**src/logic/dvr_pkg.sv**
```systemverilog
/*
  Constants, register map and state encodings for the verify/recalibrate/
  unlock command block. Assumes a single 10 MHz AHB-Lite clock domain.
*/
package dvr_pkg;
  // ----------------------------------------------------------------------
  // Register byte offsets
  // ----------------------------------------------------------------------
  localparam logic [7:0] DVR_OFS_DATA = 8'h00;
  localparam logic [7:0] DVR_OFS_ERR = 8'h04;
  localparam logic [7:0] DVR_OFS_SCNT = 8'h08;
  localparam logic [7:0] DVR_OFS_SNUM = 8'h0c;
  localparam logic [7:0] DVR_OFS_CYLL = 8'h10;
  localparam logic [7:0] DVR_OFS_CYLH = 8'h14;
  localparam logic [7:0] DVR_OFS_DEVH = 8'h18;
  localparam logic [7:0] DVR_OFS_CMD = 8'h1c;
  localparam logic [7:0] DVR_OFS_SEC = 8'h20;

  // ----------------------------------------------------------------------
  // Field positions
  // ----------------------------------------------------------------------
  localparam int DVR_ERR_UNC = 6;
  localparam int DVR_ERR_IDN = 4;
  localparam int DVR_ERR_ABT = 2;
  localparam int DVR_ERR_T0 = 1;
  localparam int DVR_DEVH_LBA = 6;
  localparam int DVR_DEVH_DEV = 4;
  localparam int DVR_PW_ID_BIT = 0;

  // ----------------------------------------------------------------------
  // Opcodes
  // ----------------------------------------------------------------------
  localparam logic [6:0] DVR_OP_VERIFY = 7'h20;
  localparam logic [3:0] DVR_OP_RECAL = 4'h1;
  localparam logic [7:0] DVR_OP_DIS_PW = 8'hf6;

  // ----------------------------------------------------------------------
  // Reset values and counts
  // ----------------------------------------------------------------------
  localparam logic [8:0] DVR_FULL_RUN = 9'h100;
  localparam logic [8:0] DVR_SCNT_RST = 9'h001;
  localparam logic [7:0] DVR_SNUM_RST = 8'h01;
  localparam logic [7:0] DVR_ERR_RST = 8'h00;
  localparam logic DVR_LOCK_RST = 1'b0;
  localparam logic [7:0] DVR_SECT_PER_TRK = 8'h3f;
  localparam logic [3:0] DVR_LAST_HEAD = 4'hf;
  localparam logic [8:0] DVR_SECTOR_WORDS = 9'h100;
  localparam logic [8:0] DVR_PW_WORDS = 9'h010;

  typedef enum logic [2:0] {
    DVR_IDLE = 3'b000,
    DVR_VERIFY = 3'b001,
    DVR_SEEK = 3'b010,
    DVR_PW_XFER = 3'b011,
    DVR_PW_CHECK = 3'b100
  } dvr_state_e;
endpackage : dvr_pkg

```
**src/logic/dvr_pw_check.sv**
```systemverilog
/*
  Password sector receiver and comparator. Assumes words arrive one per
  valid pulse on the same clock, control word first.
*/
`timescale 1ns/1ps
module dvr_pw_check
  import dvr_pkg::*;
(
  input wire logic hclk,
  input wire logic hresetn,
  input wire logic start,
  input wire logic word_valid,
  input wire logic [15:0] word,
  input wire logic [255:0] user_pw,
  input wire logic [255:0] master_pw,
  output logic done,
  output logic match
);
  import dvr_pkg::*;

  typedef struct packed {
    logic [8:0] idx;
    logic ident;
    logic mismatch;
    logic done;
  } dvr_pw_s;

  dvr_pw_s s;
  dvr_pw_s next_s;
  logic [255:0] sel_pw;
  logic [3:0] slot;

  assign sel_pw = s.ident ? master_pw : user_pw;
  assign slot = 4'(s.idx[4:0] - 5'd1);

  always_comb begin
    next_s = s;
    if (start) begin
      next_s = '0;
    end else if (word_valid && !s.done) begin
      // Words past the password are read and dropped; they only count
      if (s.idx == 9'h000) begin
        next_s.ident = word[DVR_PW_ID_BIT];
      end else if (s.idx <= DVR_PW_WORDS) begin
        if (word != sel_pw[{slot, 4'h0} +: 16]) begin
          next_s.mismatch = 1'b1;
        end
      end
      next_s.idx = s.idx + 9'd1;
      if (s.idx == DVR_SECTOR_WORDS - 9'd1) begin
        next_s.done = 1'b1;
      end
    end
  end

  always_ff @(posedge hclk or negedge hresetn) begin
    if (!hresetn) begin
      s <= '0;
    end else begin
      s <= next_s;
    end
  end

  assign done = s.done;
  assign match = ~s.mismatch;
endmodule : dvr_pw_check

```
**src/logic/dvr_cmd_core.sv**
```systemverilog
/*
  Task-file command core: read-verify, recalibrate and disable-password,
  reached over an AHB-Lite slave. Assumes the media controller and the
  password store run on hclk, so their signals need no synchroniser.
*/
`timescale 1ns/1ps
module dvr_cmd_core
  import dvr_pkg::*;
(
  input wire logic hclk,
  input wire logic hresetn,
  input wire logic hsel,
  input wire logic [31:0] haddr,
  input wire logic [1:0] htrans,
  input wire logic hwrite,
  input wire logic [2:0] hsize,
  input wire logic hready,
  input wire logic [31:0] hwdata,
  output logic [31:0] hrdata,
  output logic hreadyout,
  output logic hresp,
  output logic verify_req,
  output logic [27:0] media_addr,
  output logic media_lba_mode,
  output logic media_no_retry,
  input wire logic verify_done,
  input wire logic verify_uncorrectable,
  input wire logic verify_id_missing,
  output logic seek_req,
  input wire logic seek_done,
  input wire logic seek_track_zero_fail,
  input wire logic [255:0] user_pw,
  input wire logic [255:0] master_pw,
  output logic locked
);
  import dvr_pkg::*;

  // ----------------------------------------------------------------------
  // State
  // ----------------------------------------------------------------------
  typedef struct packed {
    dvr_state_e st;
    logic [8:0] remain;
    logic [7:0] sect;
    logic [7:0] cyl_lo;
    logic [7:0] cyl_hi;
    logic [3:0] head;
    logic lba_mode;
    logic dev_sel;
    logic no_retry;
    logic [7:0] err;
    logic bsy;
    logic drq;
    logic errb;
    logic locked;
    logic verify_req;
    logic seek_req;
    logic pw_start;
    logic pw_valid;
    logic [15:0] pw_word;
    logic ph_act;
    logic ph_wr;
    logic [7:0] ph_addr;
    logic [31:0] rdata;
  } dvr_core_s;

  dvr_core_s s;
  dvr_core_s next_s;
  logic pw_done;
  logic pw_match;
  logic addr_take;
  logic [7:0] status;
  logic [27:0] lba;
  logic [27:0] lba_next;
  logic [7:0] cmd;

  function automatic logic dvr_hit(input logic [7:0] a, input logic [7:0] ofs);
    dvr_hit = (a == ofs);
  endfunction : dvr_hit

  // Low nibble of the recalibrate family is a don't-care, so only the top is decoded
  function automatic logic dvr_is_verify(input logic [7:0] op);
    dvr_is_verify = (op[7:1] == DVR_OP_VERIFY);
  endfunction : dvr_is_verify

  function automatic logic dvr_is_recal(input logic [7:0] op);
    dvr_is_recal = (op[7:4] == DVR_OP_RECAL);
  endfunction : dvr_is_recal

  function automatic logic dvr_is_dis_pw(input logic [7:0] op);
    dvr_is_dis_pw = (op == DVR_OP_DIS_PW);
  endfunction : dvr_is_dis_pw

  // ----------------------------------------------------------------------
  // Password sector receiver
  // ----------------------------------------------------------------------
  dvr_pw_check u_pw (
    .hclk(hclk),
    .hresetn(hresetn),
    .start(s.pw_start),
    .word_valid(s.pw_valid),
    .word(s.pw_word),
    .user_pw(user_pw),
    .master_pw(master_pw),
    .done(pw_done),
    .match(pw_match)
  );

  // ----------------------------------------------------------------------
  // Bus and address helpers
  // ----------------------------------------------------------------------
  assign addr_take = hsel && htrans[1] && hready;
  // Zero wait states: every transfer finishes in its first data cycle
  assign hreadyout = 1'b1;
  assign hresp = 1'b0;
  // Ready and seek-complete stay set: this block has no spin-down or fault state
  assign status = {
    s.bsy,
    1'b1,
    1'b0,
    1'b1,
    s.drq,
    1'b0,
    1'b0,
    s.errb
  };
  assign lba = {s.head, s.cyl_hi, s.cyl_lo, s.sect};
  assign lba_next = lba + 28'd1;
  assign cmd = hwdata[7:0];

  // ----------------------------------------------------------------------
  // Next state
  // ----------------------------------------------------------------------
  always_comb begin
    next_s = s;
    next_s.verify_req = 1'b0;
    next_s.seek_req = 1'b0;
    next_s.pw_start = 1'b0;
    next_s.pw_valid = 1'b0;

    // Data phase of a write; task file is frozen while busy or requesting
    if (s.ph_act && s.ph_wr) begin
      if (dvr_hit(s.ph_addr, DVR_OFS_DATA)) begin
        if (s.st == DVR_PW_XFER && s.drq) begin
          next_s.pw_valid = 1'b1;
          next_s.pw_word = hwdata[15:0];
        end
      end else if (!s.bsy && !s.drq) begin
        if (dvr_hit(s.ph_addr, DVR_OFS_SCNT)) begin
          next_s.remain = (cmd == 8'h00) ? DVR_FULL_RUN : {1'b0, cmd};
        end else if (dvr_hit(s.ph_addr, DVR_OFS_SNUM)) begin
          next_s.sect = cmd;
        end else if (dvr_hit(s.ph_addr, DVR_OFS_CYLL)) begin
          next_s.cyl_lo = cmd;
        end else if (dvr_hit(s.ph_addr, DVR_OFS_CYLH)) begin
          next_s.cyl_hi = cmd;
        end else if (dvr_hit(s.ph_addr, DVR_OFS_DEVH)) begin
          next_s.head = cmd[3:0];
          next_s.lba_mode = cmd[DVR_DEVH_LBA];
          next_s.dev_sel = cmd[DVR_DEVH_DEV];
        end else if (dvr_hit(s.ph_addr, DVR_OFS_SEC)) begin
          // Arming the lock stands in for setting a user password
          if (cmd[0]) begin
            next_s.locked = 1'b1;
          end
        end else if (dvr_hit(s.ph_addr, DVR_OFS_CMD) && s.st == DVR_IDLE) begin
          next_s.err = DVR_ERR_RST;
          next_s.errb = 1'b0;
          if (dvr_is_verify(cmd)) begin
            next_s.bsy = 1'b1;
            next_s.no_retry = cmd[0];
            next_s.verify_req = 1'b1;
            next_s.st = DVR_VERIFY;
          end else if (dvr_is_recal(cmd)) begin
            next_s.bsy = 1'b1;
            next_s.seek_req = 1'b1;
            next_s.st = DVR_SEEK;
          end else if (dvr_is_dis_pw(cmd)) begin
            next_s.drq = 1'b1;
            next_s.pw_start = 1'b1;
            next_s.st = DVR_PW_XFER;
          end else begin
            next_s.err[DVR_ERR_ABT] = 1'b1;
            next_s.errb = 1'b1;
          end
        end
      end
    end

    // Command sequencing
    case (s.st)
      DVR_IDLE: begin
      end
      DVR_VERIFY: begin
        // No data request is raised: sectors are checked, never sent
        if (verify_done) begin
          if (verify_uncorrectable || verify_id_missing) begin
            // Count and address are left on the failing sector
            next_s.err[DVR_ERR_UNC] = verify_uncorrectable;
            next_s.err[DVR_ERR_IDN] = verify_id_missing;
            next_s.errb = 1'b1;
            next_s.bsy = 1'b0;
            next_s.st = DVR_IDLE;
          end else if (s.remain == 9'd1) begin
            next_s.remain = 9'd0;
            next_s.bsy = 1'b0;
            next_s.st = DVR_IDLE;
          end else begin
            next_s.remain = s.remain - 9'd1;
            next_s.verify_req = 1'b1;
            if (s.lba_mode) begin
              next_s.sect = lba_next[7:0];
              next_s.cyl_lo = lba_next[15:8];
              next_s.cyl_hi = lba_next[23:16];
              next_s.head = lba_next[27:24];
            end else if (s.sect < DVR_SECT_PER_TRK) begin
              next_s.sect = s.sect + 8'd1;
            end else begin
              next_s.sect = DVR_SNUM_RST;
              if (s.head < DVR_LAST_HEAD) begin
                next_s.head = s.head + 4'd1;
              end else begin
                next_s.head = 4'h0;
                {next_s.cyl_hi, next_s.cyl_lo} = {s.cyl_hi, s.cyl_lo} + 16'd1;
              end
            end
          end
        end
      end
      DVR_SEEK: begin
        if (seek_done) begin
          if (seek_track_zero_fail) begin
            next_s.err[DVR_ERR_T0] = 1'b1;
            next_s.errb = 1'b1;
          end
          next_s.bsy = 1'b0;
          next_s.st = DVR_IDLE;
        end
      end
      DVR_PW_XFER: begin
        // Check waits until the whole sector has been written
        if (pw_done && !s.pw_start) begin
          next_s.drq = 1'b0;
          next_s.bsy = 1'b1;
          next_s.st = DVR_PW_CHECK;
        end
      end
      DVR_PW_CHECK: begin
        // Stored passwords are only compared, never written, so the master survives
        if (pw_match) begin
          next_s.locked = 1'b0;
        end else begin
          next_s.err[DVR_ERR_ABT] = 1'b1;
          next_s.errb = 1'b1;
        end
        next_s.bsy = 1'b0;
        next_s.st = DVR_IDLE;
      end
      default: begin
        next_s.st = DVR_IDLE;
        next_s.bsy = 1'b0;
        next_s.drq = 1'b0;
      end
    endcase

    // Address phase: capture read data now so hrdata comes from a flop
    next_s.ph_act = addr_take;
    next_s.ph_wr = addr_take && hwrite;
    next_s.ph_addr = haddr[7:0];
    if (addr_take && !hwrite) begin
      next_s.rdata = 32'h0000_0000;
      if (haddr[31:8] == 24'h00_0000) begin
        if (dvr_hit(haddr[7:0], DVR_OFS_ERR)) begin
          next_s.rdata[7:0] = s.err;
        end else if (dvr_hit(haddr[7:0], DVR_OFS_SCNT)) begin
          next_s.rdata[7:0] = s.remain[7:0];
        end else if (dvr_hit(haddr[7:0], DVR_OFS_SNUM)) begin
          next_s.rdata[7:0] = s.sect;
        end else if (dvr_hit(haddr[7:0], DVR_OFS_CYLL)) begin
          next_s.rdata[7:0] = s.cyl_lo;
        end else if (dvr_hit(haddr[7:0], DVR_OFS_CYLH)) begin
          next_s.rdata[7:0] = s.cyl_hi;
        end else if (dvr_hit(haddr[7:0], DVR_OFS_DEVH)) begin
          next_s.rdata[7:0] = {1'b1, s.lba_mode, 1'b1, s.dev_sel, s.head};
        end else if (dvr_hit(haddr[7:0], DVR_OFS_CMD)) begin
          next_s.rdata[7:0] = status;
        end else if (dvr_hit(haddr[7:0], DVR_OFS_SEC)) begin
          next_s.rdata[0] = s.locked;
        end
      end
    end
  end

  // ----------------------------------------------------------------------
  // Registers
  // ----------------------------------------------------------------------
  always_ff @(posedge hclk or negedge hresetn) begin
    if (!hresetn) begin
      s <= '0;
      s.st <= DVR_IDLE;
      s.sect <= DVR_SNUM_RST;
      s.remain <= DVR_SCNT_RST;
      s.err <= DVR_ERR_RST;
      s.locked <= DVR_LOCK_RST;
    end else begin
      s <= next_s;
    end
  end

  // ----------------------------------------------------------------------
  // Outputs
  // ----------------------------------------------------------------------
  assign hrdata = s.rdata;
  assign verify_req = s.verify_req;
  assign media_addr = lba;
  assign media_lba_mode = s.lba_mode;
  assign media_no_retry = s.no_retry;
  assign seek_req = s.seek_req;
  assign locked = s.locked;
endmodule : dvr_cmd_core

```
**config.mk**
```make
export PLATFORM = sky130hd
export DESIGN_NAME = dvr_cmd_core
export DESIGN_NICKNAME = d
export VERILOG_FILES = /design/src/logic/dvr_pkg.sv /design/src/logic/dvr_pw_check.sv /design/src/logic/dvr_cmd_core.sv
export SDC_FILE = /design/constraint.sdc
export NUM_CORES = 1
export LEC_CHECK = 0
export BUFFER_PORTS_ARGS = -buffer_cell sky130_fd_sc_hd__buf_2
export CAP_MARGIN = 0
export CELL_PAD_IN_SITES_DETAIL_PLACEMENT = 1
export CELL_PAD_IN_SITES_GLOBAL_PLACEMENT = 2
export CORE_AREA = 2 2 257 259
export CTS_CLUSTER_SIZE = 25
export DETAILED_ROUTE_END_ITERATION = 16
export DIE_AREA = 0 0 259 261
export GPL_TIMING_DRIVEN = 0
export PLACE_DENSITY_LB_ADDON = 0.08
export SETUP_SLACK_MARGIN = 0.15
export SKIP_LAST_GASP = 1
export SLEW_MARGIN = 10
export SYNTH_ARGS = -nofsm -noshare
export SYNTH_HDL_FRONTEND = slang
export SYNTH_HIERARCHICAL = 1
export SYNTH_SLANG_ARGS = --single-unit
```
**constraint.sdc**
```tcl
create_clock -name hclk -period 3.5 [get_ports hclk]
set_input_delay 0.35 -clock hclk [delete_from_list [all_inputs] [get_ports hclk]]
set_output_delay 0.35 -clock hclk [all_outputs]
set_load 0.01 [all_outputs]
```
**Yosys cells after proc, flatten, opt, wreduce, memory -nomap -nowiden**

Cells that the tools add are included.

- Flip-flop bits (word level): 101
- Input port bits: 591
- Output and inout port bits: 67
- Word-level logic and storage cells: 213

- Add/subtract/negate cells: 7
- $lt $le $gt $ge: 3
- Eq/ne operators: 26
- Shifts and indexed selects: 1
- Mux-type cells: 109
- Bitwise logic cells: 7
- Reduce and logical (&&, ||, !) cells: 33

Operators with widths:

| kind | count |
|---|---|
| 2-to-1 mux 256 bit | 1 |
| indexed part select 256 x 9 -> 16 bit | 1 |
| 2-to-1 mux 58 bit | 2 |
| 2-to-1 mux 8 bit | 11 |
| 2-to-1 mux 75 bit | 1 |
| 2-to-1 mux 37 bit | 2 |
| equality test 8 x 5 -> 1 bit (second input constant) | 8 |
| 2-to-1 mux 28 bit | 2 |
| 2-to-1 mux 12 bit | 4 |
| 2-to-1 mux 3 bit | 16 |
| 2-to-1 mux 1 bit | 46 |
| 2-to-1 mux 46 bit | 1 |
| 2-to-1 mux 40 bit | 1 |
| 2-to-1 mux 38 bit | 1 |
| 2-to-1 mux 17 bit | 2 |
| equality test 8 x 4 -> 1 bit (second input constant) | 4 |
| 2-to-1 mux 16 bit | 2 |
| 2-to-1 mux 30 bit | 1 |
| adder 28 x 1 -> 28 bit (second input constant) | 1 |
| 2-to-1 mux 9 bit | 3 |
| zero test 24 bit | 1 |
| 2-to-1 mux 22 bit | 1 |
| 2-to-1 mux 20 bit | 1 |
| adder 16 x 1 -> 16 bit (second input constant) | 1 |
| 42 further kinds | 72 |

**Longest topological paths before layout**

Gate-level depths: netlist of the first run.

- Depth after elaboration: 21
- Gate-level depth with buffers: 14

**Hierarchy**

Netlist of the first run, hierarchy kept.

Modules (own cells, without submodules):

| module | times used | cells each | area an instance (um^2) |
|---|---|---|---|
| dvr_cmd_core | 1 | 662 | 5854.4 |
| dvr_pw_check | 1 | 430 | 5123.7 |

**Worst setup path before layout of the first run**

OpenSTA, ideal clock, no wires.

- Path kind: register to register
- Start: reg u_pw/s[3] (netlist name)
- End: reg u_pw/s[1] (netlist name)
- Library setup time: 0.143 ns
- Arrival time: 3.249 ns
- Setup slack: 0.108 ns
- Cell stages (with the launch flop): 14
- Path through: dfrtp_1 buf_2 buf_2 clkinv_1 ha_1 clkbuf_1 mux4_2 nand3_1 nand4_1 xor2_1 nor4_1 nand2_1 a2111oi_2 a311oi_1

- Cells in the longest elaborated chain, start to end: 5

RTL lines:

| item | RTL line | text |
|---|---|---|
| from (decl) | dvr_pw_check.sv:28 | `dvr_pw_s s;` |
| from (signal assigned) | dvr_pw_check.sv:60 | `s <= next_s;` |
| subtractor 4 x 1 -> 4 bit | dvr_pw_check.sv:34 | `assign slot = 4'(s.idx[4:0] - 5'd1);` |
| indexed part select 256 x 9 -> 16 bit | dvr_pw_check.sv:45 | `if (word != sel_pw[{slot, 4'h0} +: 16]) begin` |
| != test 16 bit | dvr_pw_check.sv:45 |  |
| nonzero test 2 bit (no source line) | - |  |
| AND reduction 4 bit (no source line) * | - |  |

Mark *: on every way between the ends. The rest lies on a longest branch, timed or not.
A chain may end at the register's enable or synchronous reset.

**Final worst setup path of the first run**

- Start: reg u_pw/s[2] (netlist name)
- End: reg u_pw/s[1] (netlist name)

- Cells in the longest elaborated chain, start to end: 5

RTL lines:

| item | RTL line | text |
|---|---|---|
| 2-to-1 mux 256 bit | dvr_pw_check.sv:33 | `assign sel_pw = s.ident ? master_pw : user_pw;` |
| indexed part select 256 x 9 -> 16 bit | dvr_pw_check.sv:45 |  |
| != test 16 bit | dvr_pw_check.sv:45 |  |
| nonzero test 2 bit (no source line) | - |  |
| AND reduction 4 bit (no source line) | - |  |

No other way between the ends.

==> flow_summary.toml, run 1 <==
[critical_path]
worstSetupPathType = "register to register"
crit_path_max_incr_delay_ns = 0.39
path_cells = "buf_8 -> buf_12 -> buf_12 -> buf_8 -> buf_6 -> mux2i_1 -> a221oi_2 -> o21ai_0 -> a22oi_1 -> xnor2_1 -> nand4_1 -> a2111oi_4 -> a311oi_1"
crit_buf_inv = 5
cp_num_cells = 13
r2r_cells = 13
crit_family = "compound AO/OA/AOI/OAI gates"
slowest_stage = "dfrtp_1"
path_max_fanout = 10
crit_path_start_kind = "register"
cp.arrival_ns = 3.50
critPathRequiredTime_ns = 3.76
cp-end-kind = "register"

[yosys]
synth-async-reset-ratio_pct = 100.0
yosys_warnings = 6
yosysSeqAreaShare_pct = 23.05
syn-mean-instance-area_um2 = 10.05
synth_seq_cells = 101
synth_area_um2 = 10980
syn_inst = 1092
ys.flop_type = "dfrtp_1"
synth_cell_types = 85
synth-edff-count = 0

[routing]
drt_iter0_markers = 827
ant_nets = 0
vias = 13050
via_per_inst = 4.922
dr.pass1.iters = 5
drt_wl_total_um = 90130
wl_per_cell_um = 33.98
drc_errors = 0

[global_route]
antenna_found_initial = 108
grt_pass1_wl_um = 118900
grt_max_degree = 63
grt_pass1_vias = 13460
overflow = 0
grt_use_total_pct = 26.00

[timing]
drv_slew = 0
tightestPinTransition_ns = 1.155
rsz0062_at_grt = "false"
fin_crit_sh_pct = 92.69
clock_skew_ns = 0.01044
setup_viol = 0
slew_headroom_pct = 23.02
fin_crit_ns = 3.244
hold_violations = 0
max_freq_mhz = 308.3

[pwr]
clkPwrFrac_pct = 32.1
irDropWorstVdd_mv = 0.2141
powerDensity_nw_per_um2 = 205.2
leakage_uw = 0.007110
intPower_uw = 2198
p_sw_uw = 1124
seqPwrFrac_pct = 38.4
swShare_pct = 33.84
p_comb_share_pct = 29.5

[finish]
nets = 2358
layout-drive-gt1-share_pct = 54.40
seq_area_um2 = 2531
areaGrowthSynthToFinish_pct = 47.53
fill_cells = 7682
design_area_um2 = 16200
multi_input_area_um2 = 7666
post-route-util_pct = 24.90

[die]
fp.dieW_um = 259
rows = 94
fp.coreArea_um2 = 65040
io_pins = 658
initial_core_util_pct = 16.88
die_h_um = 261
die-area_um2 = 67600

[placed_design]
placed_cell_area_um2 = 15240
portBuffers = 608
finalWeightedCongestion = 0.9286
hpwl_um = 78680

[outcome]
status = "complete, no violations"

[clock_tree]
cts_sinks = 101
cts-root-buf = "clkbuf_16"
clock_latency_ns = 0.39
cts-buffers-inserted = 9
cts_buffer_depth = 2
cts_tree = "done"
path_clk_slew_ns = 0.08
htree_levels = 3

[min_path]
hold_class = "primary input to register"
hold_path_depth = 1

[job]
max_cap_violations = 0
placed cells by master, fill, tap and decap left out, drive strengths merged, types with 6 or more instances in the layout:
cell / netlist / routed
inv: 22 / 26
nand2b: 7 / 7
a221oi: 6 / 6
conb: 2 / 26
nand3: 71 / 71
nand4: 40 / 40
and4: 6 / 6
a22o: 6 / 6
a22oi: 9 / 9
clkbuf: 42 / 52
mux2: 26 / 26
o211ai: 7 / 7
xnor2: 12 / 12
a221o: 11 / 11
mux2i: 29 / 29
a21oi: 41 / 41
nor4: 17 / 17
diode: 0 / 25
xor2: 26 / 26
o21ai: 60 / 60
o22ai: 14 / 14
ha: 9 / 9
nor3: 22 / 22
a31oi: 8 / 8
nor3b: 6 / 6
mux4: 129 / 129
nand2: 71 / 71
nor2: 68 / 68
a2111oi: 6 / 6
dfrtp: 99 / 99
and3: 22 / 22
buf: 107 / 736
or3: 9 / 9
routing by layer:
metal	global-route usage (%)	wire length, um
met3	5.120	5914
met5	0	268
met2	45.11	44640
met4	6.599	2251
met1	32.98	37060
what timing repair did:
item	CTS	global route
endpoints found under the hold margin	38	0
hold buffers	1	0
resized for setup	81	23
buffers inserted	14	7
endpoints found under the setup margin	2	1
pin swaps	8	13
worst register-to-register path, delay by kind of cell, from the launching register on:
family	cells	cell delay, ns
AOI/OAI and AO/OA	5	1.26
buffers and inverters	5	0.98
DFF	1	0.39
and+or+nand+nor	1	0.17
xor gates and xnor gates	1	0.16
muxes	1	0.15
synth_stat cells, drive strengths merged (6+ instances only):
| cell type | instances | area [um2] |
|---|---|---|
| o211ai | 7 | 57.55 |
| a221o | 11 | 110.1 |
| nand4 | 40 | 265.3 |
| inv | 22 | 82.58 |
| nor3b | 6 | 45.04 |
| a21oi | 41 | 205.2 |
| a221oi | 6 | 52.55 |
| nand2b | 7 | 43.79 |
| nand3 | 71 | 360.3 |
| a31oi | 8 | 50.05 |
| xor2 | 26 | 227.7 |
| nor2 | 68 | 257.8 |
| a2111oi | 6 | 71.32 |
| nor3 | 22 | 110.1 |
| xnor2 | 12 | 105.1 |
| ha | 9 | 112.6 |
| dfrtp | 99 | 2477 |
| mux2 | 26 | 292.8 |
| nand2 | 71 | 266.5 |
| buf | 107 | 800.8 |
| o21ai | 60 | 304.0 |
| clkbuf | 42 | 162.6 |
| mux4 | 129 | 2935 |
| a22o | 6 | 52.55 |
| a22oi | 9 | 67.56 |
| and4 | 6 | 52.55 |
| or3 | 9 | 56.30 |
| mux2i | 29 | 290.3 |
| nor4 | 17 | 106.4 |
| o22ai | 14 | 87.58 |
| and3 | 22 | 138.9 |
cell families (layout without fill, tap and decap cells):
kind of cell,count (synthesis),in the layout,share of synthesized area [%]
and+or+nand+nor,369,369,17.75
AOI/OAI and AO/OA,217,217,13.47
muxes,184,184,32.05
buffers and inverters,172,819,9.562
DFF,101,101,23.05
xor gates and xnor gates,38,38,3.032
adders and majority gates,9,9,1.026
other,2,51,0.06841
worst paths after layout:
| check | from | endpoint | slack (ns) |
|---|---|---|---|
| worst max-delay path | u_pw/s[2]$_DFFE_PN0P_ | u_pw/s[1]$_DFFE_PN0P_ | 0.26 |
| worst min-delay path | haddr[3] | s[35]$_DFF_PN0_ | 0.08 |
| worst max register to register | u_pw/s[2]$_DFFE_PN0P_ | u_pw/s[1]$_DFFE_PN0P_ | 0.26 |
| worst min register to register | s[67]$_DFF_PN0_ | s[67]$_DFF_PN0_ | 0.48 |
| max in group asynchronous | hresetn | media_addr[17]$_DFF_PN0_ | 2.31 |
| min in group asynchronous | hresetn | hrdata[0]$_DFFE_PN0P_ | 0.47 |
area by class of cell:
type / count / share of cell area, %
clock buffers: 9 / 1.391
diodes: 25 / 0.3863
plain buffers: 149 / 7.285
well taps: 864 / 6.675
clock inverters: 7 / 0.3399
multi-input cells: 843 / 47.33
flip-flops and latches: 101 / 15.63
inverters: 23 / 0.6953
repair buffers: 631 / 20.26
state kept, by name (all words and copies together) (netlist names):
signal and count:
media_lba_mode 1, s 48, media_addr 28, hrdata 8, verify_req 1, u_pw/done 1, locked 1, u_pw/s 11
media_no_retry 1, seek_req 1
power by group through the flow:
stage | Clock (uW) | Combinational (uW) | Sequential, uW
2_1_floorplan | 0 | 391 | 1270
3_3_place_gp | 0 | 959 | 1300
3_5_place_dp | 0 | 971 | 1300
4_1_cts | 1120 | 979 | 1280
5_1_grt | 1150 | 1050 | 1280
6_report | 1070 | 981 | 1270
metrics by stage:
stage | setup TNS [ns] | total power (uW) | std cells | hold WS [ns] | setup WS [ns]
after floorplan | 0 | 1659 | 1116 | 0.05441 | 0.1657
after global placement | -2.647 | 2259 | 2588 | 0.4597 | -2.315
after detailed placement | -2.699 | 2270 | 2589 | 0.3285 | -2.291
after CTS | 0 | 3375 | 2620 | 0.05858 | 0.1516
after global routing | 0 | 3486 | 2637 | 0.07025 | 0.1523
final | 0 | 3323 | 2652 | 0.07717 | 0.2560
(Power assumes the default switching activity.)
==> run 2: changes to the inputs <==
- ABC_AREA: unset -> 1
- CORE_AREA: 2 2 257 259 -> 2 2 259 261
- DIE_AREA: 0 0 259 261 -> 0 0 261 263
==> flow_summary.toml, run 2 <==
[global_route]
grt_pass1_wl_um = 140000
antenna_found_initial = 49
grt_use_total_pct = 28.49
grt_max_degree = 77
grt_pass1_vias = 19220
overflow = 0

[yosys]
synth_largest_area_cell = "nand2_1"
synth-edff-count = 0
synthTopCellsByCount = "nand2_1 (901), nand3_1 (346), nor2_1 (274)"
yosysMostFrequentCell = "nand2_1"
synth_seq_cells = 101
synth_top_area_share_pct = 25.86
yosys_warnings = 6
syn-mean-instance-area_um2 = 5.425
synth-async-reset-ratio_pct = 100.0
synthTopCellsByArea = "nand2_1 (26%), dfrtp_1 (19%), nand3_1 (13%)"
synth_area_um2 = 13080
yosysSeqAreaShare_pct = 19.34
ys.flop_type = "dfrtp_1"
syn_inst = 2411
synth_cell_types = 52

[timing]
slew_headroom_pct = 22.92
setup_viol = 0
clock_skew_ns = 0.01240
setup_ws_ns = 0.2871
fin_crit_sh_pct = 91.80
fin_crit_ns = 3.213
tightestPinTransition_ns = 1.156
rsz0062_at_grt = "false"
hold_violations = 0
max_freq_mhz = 311.2
drv_slew = 0

[routing]
wl_per_cell_um = 25.44
vias = 18530
ant_nets = 0
via_per_inst = 4.689
drt_iter0_markers = 1046
dr.pass1.iters = 5
drc_errors = 0
drt_wl_total_um = 100600

[finish]
mostFrequentLayoutCells = "nand2_1 (901), buf_2 (665), nand3_1 (344), nor2_1 (274), inv_1 (219)"
final_common_cell = "nand2_1"
regMostFlops = "s"
largest_reg_flops = 48
layout-drive-gt1-share_pct = 27.59
areaGrowthSynthToFinish_pct = 36.13
nets = 3658
design_area_um2 = 17800

[clock_tree]
postCtsSetupBuffers = 0
cts-buffers-inserted = 9
cts_sinks = 101
cts_tree = "done"
htree_levels = 3
cts_buffer_depth = 2
clock_latency_ns = 0.38
path_clk_slew_ns = 0.08
cts-root-buf = "clkbuf_16"

[die]
io_pins = 658
die_h_um = 263
fp.coreArea_um2 = 65630
fp.dieW_um = 261
rows = 94
die-area_um2 = 68640
initial_core_util_pct = 19.93

[critical_path]
path_max_fanout = 20
crit_path_start_kind = "register"
crit_family = "simple AND/OR/NAND/NOR gates"
cp.arrival_ns = 3.46
critPathRequiredTime_ns = 3.74
cp-end-kind = "register"
slowest_stage = "dfrtp_1"
crit_path_max_incr_delay_ns = 0.40
path_cells = "buf_6 -> inv_4 -> buf_12 -> ha_1 -> inv_1 -> buf_6 -> buf_6 -> nand3_1 -> nand3_2 -> nand3_1 -> nand3_1 -> nand2_1 -> nor2_1 -> nand2_1 -> nor2_1 -> nand2_1 -> nand2_1 -> a21oi_1"
crit_buf_inv = 6
path_common_cell = "nand2_1"
worstSetupPathType = "register to register"

[placed_design]
place_ws_ns = -0.8846
finalWeightedCongestion = 0.9417
hpwl_um = 85240
placed_cell_area_um2 = 17340
portBuffers = 611

[outcome]
status = "complete, no violations"

[min_path]
hold_class = "primary input to register"

[pwr]
irDropWorstVdd_mv = 0.2182
powerDensity_nw_per_um2 = 174.1
leakage_uw = 0.01012

[job]
max_cap_violations = 0
-- run 2: cell count changes after synthesis, moves of 14 or more --
| cell | change |
|---|---|
| nand2_1 | +830 |
| nand3_1 | +276 |
| nor2_1 | +207 |
| inv_1 | +197 |
| mux4_2 | -121 |
| o21ai_0 | +78 |
| buf_2 | +34 |
| mux2i_1 | -29 |
| o21ai_1 | +28 |
| mux2_2 | -26 |
| and3_1 | -21 |
| clkbuf_1 | -20 |
| buf_6 | +15 |
| nand4_1 | -14 |
-- run 2: path summary, 6_finish.rpt --
kind / startpoint / cells past startpoint / end / slack (ns)
setup / recovery: u_pw/s[3]$_DFFE_PN0P_ / 18 / u_pw/s[1]$_DFFE_PN0P_ / 0.29
hold / removal: haddr[6] / 1 / s[38]$_DFF_PN0_ / 0.1
setup reg to reg: u_pw/s[3]$_DFFE_PN0P_ / 18 / u_pw/s[1]$_DFFE_PN0P_ / 0.29
hold reg to reg: hrdata[1]$_DFFE_PN0P_ / 2 / hrdata[1]$_DFFE_PN0P_ / 0.49
max in group asynchronous: hresetn / 3 / s[115]$_DFF_PN0_ / 2.34
min in group asynchronous: hresetn / 2 / media_addr[7]$_DFF_PN0_ / 0.40
-- run 2: power breakdown --
| part | switching [uW] | internal (uW) |
|---|---|---|
| sequential | 24.8 | 1180 |
| clock | 533 | 517 |
| combinational | 460 | 382 |
-- run 2: repair_timing --
action                                 4_1_cts  5_1_grt
setup endpoints to repair                    1        1
endpoints found under the hold margin       25        0
cloned                                       0        0
pin swaps                                    0        0
resized for setup                           25       16
hold buffers                                 1        0
-- run 2: cell type report --
cell class,instances,area [um2]
fillers,8828,47820
multi-input cells,1915,8553
repair buffers,613,3102
flip-flops and latches,101,2530
plain buffers,183,1287
well taps,864,1081
inverters,235,897.1
clock buffers,10,239.0
diodes,25,62.56
clock inverters,6,52.55
-- run 2: worst register-to-register path: cells and delay by family, from the launching register on --
family          cells  cell delay, ns
simple gates       10            1.27
buf+inv             6            1.05
flops               1            0.40
fa+ha+maj           1            0.29
compound gates      1            0.08
-- run 2: cell families (layout without fill, tap and decap cells) --
| logic type | after synthesis | count (layout) | share of synthesized area (%) |
|---|---|---|---|
| adders and majority gates | 9 | 9 | 0.8610 |
| other | 2 | 51 | 0.05742 |
| xor gates and xnor gates | 22 | 22 | 1.674 |
| DFF | 101 | 101 | 19.34 |
| AOI/OAI and AO/OA | 248 | 248 | 10.14 |
| buffers and inverters | 419 | 1047 | 16.11 |
| and+or+nand+nor | 1610 | 1610 | 51.81 |
-- run 2: routing by layer --
metal	part of all wire (%)	wire (um)	track usage (%)
met1	40	40230	32.90
met4	4.0	4038	11.21
met2	50	50740	51.72
met3	5.3	5373	4.756
met5	0.17	169	0
-- run 2: per-stage QoR --
stage / setup TNS, ns / total power, uW / std cells / utilization [%] / hold WS [ns]
after detailed placement: -0.8846 / 2071 / 3911 / 26.42 / 0.2545
after floorplan: 0 / 1525 / 2435 / - / 0.05441
after global routing: 0 / 3286 / 3945 / 27.10 / 0.08186
after CTS: 0 / 3162 / 3927 / 26.95 / 0.07562
after global placement: -0.8616 / 2060 / 3910 / 26.37 / 0.4642
final: 0 / 3100 / 3952 / 27.13 / 0.09779
